$ cat src/core/adc_port_cfg.svh
// Constants for the converter control and readout port
`ifndef ADC_PORT_CFG_SVH
`define ADC_PORT_CFG_SVH

`define CLK_PERIOD_NS      40
`define HOLD_LOW_MIN_NS    40
`define HOLD_LOW_CYCLES    ((`HOLD_LOW_MIN_NS + `CLK_PERIOD_NS - 1) / `CLK_PERIOD_NS)
`define CONV_TIME_NS       8000
`define CONV_CYCLES        (`CONV_TIME_NS / `CLK_PERIOD_NS)
`define RESULT_WIDTH       16
`define RESULT_RESET       16'h0000
`define BYTE_WIDTH         8

`endif

$ cat src/core/adc_port_pkg.sv
// Types for the converter control and readout port
package adc_port_pkg;
  typedef enum logic [0:0] {
    idle,
    converting
  } conv_state_t;
endpackage

$ cat src/core/adc_parallel_control_port.sv
// Control and readout port of a 16-bit sampling converter
`include "adc_port_cfg.svh"
module adc_parallel_control_port (
  input  wire logic        clk,
  input  wire logic        reset_n,
  input  wire logic        chip_select_n,
  input  wire logic        read_convert,
  input  wire logic        byte_swap,
  input  wire logic [15:0] sample_code,
  output logic             busy_n,
  output logic      [15:0] result_bits_out,
  output logic      [15:0] result_bits_oe,
  output logic             sample_hold,
  output logic             conv_start
);

  // ****************************************
  // State
  // ****************************************
  typedef struct packed {
    adc_port_pkg::conv_state_t state;
    logic [12:0]               count;
    logic                      convert_req_d;
    logic [15:0]               held_sample;
    logic [15:0]               result;
    logic                      busy_n;
    logic [15:0]               out_bits;
    logic [15:0]               oe;
    logic                      hold;
    logic                      start;
  } port_state_t;

  port_state_t cur;
  port_state_t next_cur;
  logic        convert_req;
  logic [15:0] next_result;
  logic [15:0] steered;

  // Level-triggered combination of the two controls
  assign convert_req = ~chip_select_n & ~read_convert;

  // Result as it stands after this edge; kept apart from next_cur so the
  // steering path does not loop back into the state process
  assign next_result = (cur.state == adc_port_pkg::converting && cur.count == 13'h0000) ?
                       cur.held_sample : cur.result;

  result_steer u_steer (
    .word  (next_result),
    .swap  (byte_swap),
    .lines (steered)
  );

  // ****************************************
  // Next state
  // ****************************************
  // Start is taken on the rising edge of the combined request, but a
  // request still low when busy rises starts again (host must avoid it)
  always_comb begin
    next_cur               = cur;
    next_cur.convert_req_d = convert_req;
    next_cur.start         = 1'b0;
    unique case (cur.state)
      adc_port_pkg::idle: begin
        if (convert_req && (!cur.convert_req_d || cur.start == 1'b0 && cur.busy_n
            && cur.count == 13'h0001)) begin
          next_cur.state       = adc_port_pkg::converting;
          next_cur.count       = 13'(`CONV_CYCLES - 1);
          next_cur.busy_n      = 1'b0;
          next_cur.hold        = 1'b1;
          next_cur.start       = 1'b1;
          next_cur.held_sample = sample_code;
        end else begin
          next_cur.count = 13'h0000;
        end
      end
      adc_port_pkg::converting: begin
        // Requests are simply not looked at here
        if (cur.count == 13'h0000) begin
          next_cur.state  = adc_port_pkg::idle;
          next_cur.result = cur.held_sample;
          next_cur.busy_n = 1'b1;
          next_cur.hold   = 1'b0;
          next_cur.count  = 13'h0001;
        end else begin
          next_cur.count = cur.count - 13'h0001;
        end
      end
    endcase
    // Output drivers on only while selected with read/convert high
    next_cur.out_bits = steered;
    next_cur.oe = {16{~chip_select_n & read_convert}};
  end

  // ****************************************
  // Registers
  // ****************************************
  always_ff @(posedge clk) begin
    if (!reset_n) begin
      cur        <= '0;
      cur.state  <= adc_port_pkg::idle;
      cur.busy_n <= 1'b1;
      cur.result <= `RESULT_RESET;
    end else begin
      cur <= next_cur;
    end
  end

  assign busy_n          = cur.busy_n;
  assign result_bits_out = cur.out_bits;
  assign result_bits_oe  = cur.oe;
  assign sample_hold     = cur.hold;
  assign conv_start      = cur.start;

  // ****************************************
  // Assertions
  // ****************************************
  property p_hiz;
    @(posedge clk) disable iff (!reset_n)
      (chip_select_n || !read_convert) |=> result_bits_oe == 16'h0000;
  endproperty
  a_hiz: assert property (p_hiz) else $error("Result lines driven while deselected");

  property p_enable;
    @(posedge clk) disable iff (!reset_n)
      (!chip_select_n && read_convert) |=> result_bits_oe == 16'hFFFF;
  endproperty
  a_enable: assert property (p_enable) else $error("Result lines not enabled on read");

  property p_order;
    @(posedge clk) disable iff (!reset_n)
      (!byte_swap) |=> result_bits_out == cur.result;
  endproperty
  a_order: assert property (p_order) else $error("Result bit order wrong");

  property p_swap;
    @(posedge clk) disable iff (!reset_n)
      byte_swap |=> result_bits_out == {cur.result[7:0], cur.result[15:8]};
  endproperty
  a_swap: assert property (p_swap) else $error("Byte swap wrong");

  property p_start;
    @(posedge clk) disable iff (!reset_n)
      (busy_n && convert_req && !cur.convert_req_d) |=> !busy_n && conv_start;
  endproperty
  a_start: assert property (p_start) else $error("Conversion not started");

  property p_busy_len;
    @(posedge clk) disable iff (!reset_n)
      $fell(busy_n) |-> ##1 (!busy_n [*8]);
  endproperty
  a_busy_len: assert property (p_busy_len) else $error("Busy released early");

  property p_ignore;
    @(posedge clk) disable iff (!reset_n)
      (!busy_n && !$fell(busy_n)) |-> !conv_start;
  endproperty
  a_ignore: assert property (p_ignore) else $error("Start accepted while busy");

  property p_update;
    @(posedge clk) disable iff (!reset_n)
      $rose(busy_n) |-> cur.result == $past(cur.held_sample);
  endproperty
  a_update: assert property (p_update) else $error("Result not updated at busy rise");

  c_conv: cover property (@(posedge clk) disable iff (!reset_n) $rose(busy_n));
  c_read: cover property (@(posedge clk) disable iff (!reset_n)
    result_bits_oe[0] && !busy_n);
  c_swap: cover property (@(posedge clk) disable iff (!reset_n)
    result_bits_oe[0] && byte_swap);
  c_restart: cover property (@(posedge clk) disable iff (!reset_n)
    $rose(busy_n) ##1 $fell(busy_n));

  // Hold is on from the very cycle the start pulse shows
  property p_hold_start;
    @(posedge clk) disable iff (!reset_n)
      conv_start |-> sample_hold;
  endproperty
  a_hold_start: assert property (p_hold_start) else $error("Sample not held at start");

  property p_start_pulse;
    @(posedge clk) disable iff (!reset_n)
      conv_start |=> !conv_start;
  endproperty
  a_start_pulse: assert property (p_start_pulse) else $error("Start pulse too long");

  // Whole busy window counted from outside the down counter
  property p_busy_full;
    @(posedge clk) disable iff (!reset_n)
      $fell(busy_n) |-> ##200 $rose(busy_n);
  endproperty
  a_busy_full: assert property (p_busy_full) else $error("Busy window length wrong");

  property p_result_stable;
    @(posedge clk) disable iff (!reset_n)
      !$rose(busy_n) |-> $stable(cur.result);
  endproperty
  a_result_stable: assert property (p_result_stable) else $error("Result changed early");

  // A request still low as busy rises starts again at once and takes a fresh sample
  property p_restart;
    @(posedge clk) disable iff (!reset_n)
      ($rose(busy_n) && convert_req) |=> !busy_n && conv_start;
  endproperty
  a_restart: assert property (p_restart) else $error("Held request did not restart");

  property p_quiet;
    @(posedge clk) disable iff (!reset_n)
      (busy_n && !convert_req) |=> busy_n;
  endproperty
  a_quiet: assert property (p_quiet) else $error("Conversion started with no request");

endmodule

$ cat src/core/result_steer.sv
// Byte steering of the result word onto the result lines
`include "adc_port_cfg.svh"
module result_steer (
  input  wire logic [15:0] word,
  input  wire logic        swap,
  output logic      [15:0] lines
);
  // Upper byte on upper lines unless swap asked for
  always_comb begin
    if (swap) begin
      lines = {word[`BYTE_WIDTH-1:0], word[15:`BYTE_WIDTH]};
    end else begin
      lines = word;
    end
  end
endmodule

$ cat config.mk
export PLATFORM = sky130hd
export DESIGN_NAME = adc_parallel_control_port
export DESIGN_NICKNAME = d
export VERILOG_FILES = /design/src/core/adc_port_pkg.sv /design/src/core/adc_parallel_control_port.sv /design/src/core/result_steer.sv
export VERILOG_INCLUDE_DIRS = /design/src /design/src/core
export SDC_FILE = /design/constraint.sdc
export NUM_CORES = 1
export LEC_CHECK = 0
export ABC_AREA = 1
export BUFFER_PORTS_ARGS = -buffer_cell sky130_fd_sc_hd__buf_2
export CELL_PAD_IN_SITES_DETAIL_PLACEMENT = 1
export CELL_PAD_IN_SITES_GLOBAL_PLACEMENT = 1
export CORE_ASPECT_RATIO = 0.5
export CORE_MARGIN = 4
export CORE_UTILIZATION = 36
export CTS_BUF_LIST = sky130_fd_sc_hd__clkbuf_4 sky130_fd_sc_hd__clkbuf_8 sky130_fd_sc_hd__clkbuf_16
export DETAILED_ROUTE_END_ITERATION = 10
export PLACE_DENSITY = 0.84
export SYNTH_ARGS = -nofsm -noshare
export SYNTH_HDL_FRONTEND = slang
export SYNTH_SLANG_ARGS = --single-unit
$ cat constraint.sdc
create_clock -name clk -period 1.4 [get_ports clk]
set_input_delay 0.07 -clock clk [delete_from_list [all_inputs] [get_ports clk]]
set_output_delay 0.07 -clock clk [all_outputs]
set_load 0.01 [all_outputs]
**Yosys cells after proc, flatten, opt, wreduce, memory -nomap -nowiden**

Cells that the tools add are included.

- Flip-flop bits (word level): 67
- Input bits: 21
- Output and inout bits: 35
- Logic and storage cells: 45

- Add/sub/neg operators: 1
- Equality and inequality tests: 3
- Mux-type cells: 13
- Bitwise logic cells: 7
- Reduce and logical (&&, ||, !) cells: 11

Operators with widths:

| operator | number |
|---|---|
| 16-bit two-way mux | 2 |
| 14-bit one-hot mux with 2 select lines | 1 |
| 13-bit by 1-bit equality test with 1-bit output, second input constant | 1 |
| 13-bit logical NOT | 1 |
| 13-bit two-way mux | 1 |
| 13-bit by 1-bit subtractor with 13-bit output, second input constant | 1 |
| 8-bit two-way mux | 1 |
| 2-bit AND reduction | 3 |
| 1-bit two-way mux | 5 |
| 1-bit NOT | 5 |
| 1-bit logical AND | 4 |
| 1-bit one-hot mux with 2 select lines | 2 |
| 1-bit AND | 2 |
| 2-bit two-way mux | 1 |
| 2-bit by 1-bit != test with 1-bit output, second input constant | 1 |
| 2-bit != test, second input constant | 1 |
| 2-bit OR reduction | 1 |
| 1-bit logical NOT | 1 |
| 1-bit logical OR | 1 |

**Logic depth before layout (Yosys ltp)**

- Depth in word-level cells: 7
- Gate-level depth with buffers: 10

**By module**

Synthesis repeated with hierarchy kept, for this count alone.

- Cell total of the unflattened synthesis: 432
- Area, all modules: 3,215.6 um2

Modules (own cells, without submodules):

| module | instances | cells each | area each (um2) | seq. area each (um2) |
|---|---|---|---|---|
| adc_parallel_control_port | 1 | 380 | 2,931.6 | 1,341.3 |
| result_steer | 1 | 52 | 284.0 | 0.0 |

**Least setup slack after synthesis**

No wires, ideal clock.

- Path type: flip-flop to flip-flop
- Start point: register cur[68] (netlist bit)
- End point: register cur, in the netlist result_bits_out[10]
- Setup time: 113 ps
- Data arrival time: 1,409 ps
- Setup slack: -122 ps
- Stages on the path, launching flop included: 11
- Clock period less this slack: 1,522 ps
- Path through: dfxtp_1 > inv_1 > ha_1 > nand3_1 > nor2_4 > nand3_4 > buf_12 > nand2_4 > nand2_1 > nor2_1 > nor2_1

- Longest elaborated chain between the ends: 4

RTL lines:

| what | line | RTL |
|---|---|---|
| start, declared | adc_parallel_control_port.sv:33 | `port_state_t cur;` |
| start signal, assigned | adc_parallel_control_port.sv:104 | `cur <= next_cur;` |
| 13-bit logical NOT | adc_parallel_control_port.sv:44 | `assign next_result = (cur.state == adc_port_pkg::converting && cur.count == 13'h0000) ?` |
| 1-bit logical AND | adc_parallel_control_port.sv:44 |  |
| 16-bit two-way mux | adc_parallel_control_port.sv:44 |  |
| 16-bit two-way mux | result_steer.sv:10 | `if (swap) begin` |

Every way passes these cells.
A chain may end at the register's enable or synchronous reset.

**Worst setup path after layout**

- Start point: register cur[69] (netlist bit)
- End point: register cur, in the netlist result_bits_out[3]

Same word-level chain as after synthesis.

==> parameters.txt <==
Parameter                              Value

Yosys
  Post-Syn Instances ... 376
  Largest cells by area after synthesis ... sky130_fd_sc_hd__dfxtp_1 44%, sky130_fd_sc_hd__nand2_1 8.8%, sky130_fd_sc_hd__buf_4 7.9%, sky130_fd_sc_hd__nand3_1 6.9%, sky130_fd_sc_hd__a21oi_1 6.1%
  Number of different library cells in the post-synthesis netlist ... 31
  Area share of the largest cell type after synthesis ... 0.442
  Yosys warns ... 0
  Synthesized cell area ... 3040 sq um
  Proportion of register bits with asynchronous set or reset after synthesis ... 0
  Net count after synthesis ... around 400
  Synthesized area divided by synthesized cell count ... 8.08 sq um
  Leading register cell type out of synthesis ... sky130_fd_sc_hd__dfxtp_1
  Most instantiated cells after synthesis ... 71 x sky130_fd_sc_hd__nand2_1, 67 x sky130_fd_sc_hd__dfxtp_1, 44 x sky130_fd_sc_hd__nor2_1
  Most frequent cell after synthesis ... sky130_fd_sc_hd__nand2_1
  Register area share after synthesis ... 0.442
  EDFF count, synth ... 0
  Area leader, netlist ... sky130_fd_sc_hd__dfxtp_1
  Flops & latches, synth ... between 60 and 70

Placement
  Cells after DPL ... between 500 and 600
  Routability-driven placement congestion ratio ... between 0.7 and 0.8
  Place WS ... -0.187 ns
  Detailed placer's ending HPWL ... between 5000 and 6000 microns
  Number of buffers inserted by port buffering ... 55

CTS
  CTS Buffer Depth ... 2
  Clock H-tree levels ... 3
  Clock transition at the registers of the reported paths ... 0.07 ns
  Sink count of the clock tree ... 67
  Number of clock buffers inserted by TritonCTS ... 9
  Worst-Skew Late Latency ... 0.35 ns
  CTS tree ... yes
  Buffer type at the clock tree root ... sky130_fd_sc_hd__clkbuf_16

Layout
  Footprint of the flip-flops and latches ... 1350 sq um
  Final non-filler cell total ... ~570
  FILL cells ... 938
  Area of the multi-input gates ... ~1800 sq um
  Synthesis-to-finish area growth ... 47.3%
  Number of nets in the layout ... between 400 and 500
  Share of layout cells above drive strength 1 ... 0.504

Power and ir drop
  Design internal power ... roughly 4.0 mW
  Switch share ... 0.300
  Net switching component of the power ... between 1.5 and 2 mW
  Proportion of power drawn by flip-flops and latches ... 0.362
  Pleak ... between 2 and 2.5 nW
  Pwr Density ... 1280 nW/um^2
  Part of the total power dissipated in combinational logic ... 0.219
  IR drop worst, VDD ... 0.821 mV
  Clk pwr share ... 0.419

Worst setup path
  Max Fanout on Critical Path ... 16
  Element type at the critical path end ... flip-flop
  WS Path Type ... reg -> reg
  R2R Setup Slk ... -0.38 ns
  Data arrival time at the worst-slack endpoint ... 2.04 ns
  Reg2reg start ... cur[69]
  Data required time at the worst endpoint ... 1.66 ns
  Kind of start point of the critical path ... flip-flop
  Depth of the worst register-to-register path ... 9
  Critical R2R Capture ... result_bits_out[3]

Timing
  Final period utilization ... 1.27
  Fin. max-slew vios ... 0
  Worst Skew ... around 0.014 ns
  Total of endpoints with negative setup slack in the final report ... 65
  Hold Fails Final Rpt ... 1
  Remaining max-slew budget at the tightest pin ... 0.588
  Time the worst path needs with I/O delays and setup ... 1.78 ns
  Setup repair after global routing missed its margin ... yes
  Total negative slack for setup checks ... -13.46 ns
  Final worst slack ... -0.382 ns
  FMAX ... 561 MHz
  Worst Tran Pin Value ... 0.618 ns
  Worst Hold Slack ... -0.00504 ns

GRT
  Antenna violations before repair ... 1
  Overall routing resource usage ... 0.237
  Number of global-route vias before repair ... 3097
  First-pass GRT wire length ... between 15000 and 20000 microns
  Sum of overflow across all layers after global routing ... 0
  Largest net degree at the start of global routing ... 33

Die
  Initial Utilization ... 0.374
  Floorplan core area ... 8120 sq um
  Die area ... around 10000 sq um
  Die X ... approximately 140 microns
  Number of placement rows ... 23
  Vertical die dimension ... between 70 and 80 microns
  Number of I/O pins ... 56

Detailed routing
  Post-DR wirelength/cell ... 24.8 microns
  Post-detailed-route via-to-cell ratio ... 5.59
  Via count ... 3169
  Initial DRC count ... 401
  Count of nets left with antenna violations after detail routing ... 0
  Final routed DRC violation total ... 0
  Overall routed net length ... 14000 microns
  Count of TritonRoute iterations in the first routing pass ... 5

Outcome
  Result of the run ... finished with violations
  Violations in the final reports ... hold timing, setup timing

Hold path
  Worst hold path type ... in -> reg
  Count of cells along the worst hold path ... 3
  Hold path start ... sample_code[13]
  Worst hold endpoint ... cur[64]

Flow run
  Maximum capacitance violations ... 0
state kept, by name (all words and copies together), names as in the netlist:
| name | flops |
|---|---|
| sample_hold | 1 |
| busy_n | 1 |
| result_bits_oe | 1 |
| result_bits_out | 16 |
| conv_start | 1 |
| cur | 47 |
layout by cell type, fill, tap and decap left out, drive strengths merged:
cell and instances:
inv 11, diode 1, nor3 2, clkbuf 13, a21o 1, bufinv 1
clkinv 1, buf 106, nand4 16, xor2 2, or2 3, xnor2 2
dlygate4sd3 5, nor2 49, nand3 44, a31oi 1, nand3b 1, nand2 85
a21oi 37, ha 2, o21ai 4, and3 1, dfxtp 67
worst max-delay path, cell delays in order, from the launching register on:
cell and delay (ns):
sky130_fd_sc_hd__dfxtp_2 0.34, sky130_fd_sc_hd__inv_4 0.08, sky130_fd_sc_hd__ha_4 0.15, sky130_fd_sc_hd__nand3_4 0.08
sky130_fd_sc_hd__nor2_4 0.19, sky130_fd_sc_hd__buf_12 0.18, sky130_fd_sc_hd__nand4_1 0.20, sky130_fd_sc_hd__nand2_1 0.15
sky130_fd_sc_hd__nor2_1 0.08, sky130_fd_sc_hd__nor2_1 0.24
worst max path at each step:
| stage | startpoint | to | slack (ns) | depth (start not counted) |
|---|---|---|---|---|
| after detailed placement | cur[72] | result_bits_out[6] | -0.19 | 9 |
| after global placement | cur[69] | result_bits_out[7] | -0.05 | 10 |
| after global routing | cur[69] | cur[66] | -0.42 | 11 |
| final | cur[69] | result_bits_out[3] | -0.38 | 9 |
| after floorplan | cur[73] | result_bits_out[10] | 0.006 | 9 |
| after CTS | cur[69] | cur[72] | -0.18 | 9 |
kinds of logic after synthesis:
| group | count (synthesis) | share of synthesized area |
|---|---|---|
| compound gates | 43 | 0.0721 |
| xor+xnor | 4 | 0.0115 |
| flops | 67 | 0.442 |
| fa+ha+maj | 2 | 0.00824 |
| simple gates | 199 | 0.331 |
| buf+inv | 61 | 0.136 |
power by group through the flow:
| stage | Clock, mW | Combinational [mW] | Sequential [mW] |
|---|---|---|---|
| 2_1_floorplan | 0 | 0.559 | 2.07 |
| 3_3_place_gp | 0 | 0.783 | 2.08 |
| 3_5_place_dp | 0 | 0.813 | 2.08 |
| 4_1_cts | 2.34 | 0.958 | 2.05 |
| 5_1_grt | 2.50 | 1.31 | 2.08 |
| 6_report | 2.40 | 1.26 | 2.08 |
per-stage QoR:
step / utilization / cell area [sq um] / power [mW]
after floorplan: - / 3070 / 2.63
after global placement: 0.420 / 3410 / 2.86
after detailed placement: 0.420 / 3410 / 2.89
after CTS: 0.494 / 4010 / 5.34
after global routing: 0.551 / 4480 / 5.89
final: 0.551 / 4480 / 5.74
layer usage:
| metal | vias to the layer above | share of wire | GRT usage |
|---|---|---|---|
| met2 | 203 | 0.47 | 0.410 |
| li1 | 1360 | - | - |
| met3 | 64 | 0.080 | 0.0716 |
| met1 | 1542 | 0.39 | 0.270 |
| met5 | - | 0 | 0 |
| met4 | 0 | 0.057 | 0.113 |
area by class of cell:
type,instances,share of cell area
Multi-Input combinational cell,250,0.398
Sequential cell,67,0.301
Timing Repair Buffer,111,0.192
Clock buffer,13,0.0598
Tap cell,112,0.0313
Inverter,11,0.00978
Clock inverter,2,0.00783
Antenna cell,1,0.000559
timing repair:
| action | CTS | global route |
|---|---|---|
| hold buffers | 2 | 3 |
| pin swaps | 26 | 31 |
| endpoints found under the hold margin | 1 | 3 |
| endpoints found under the setup margin | 63 | 65 |
| resized for setup | 35 | 85 |
| setup buffers | 7 | 9 |
| cloned | 3 | 1 |
No activity file was read; power rests on OpenSTA's default activity.
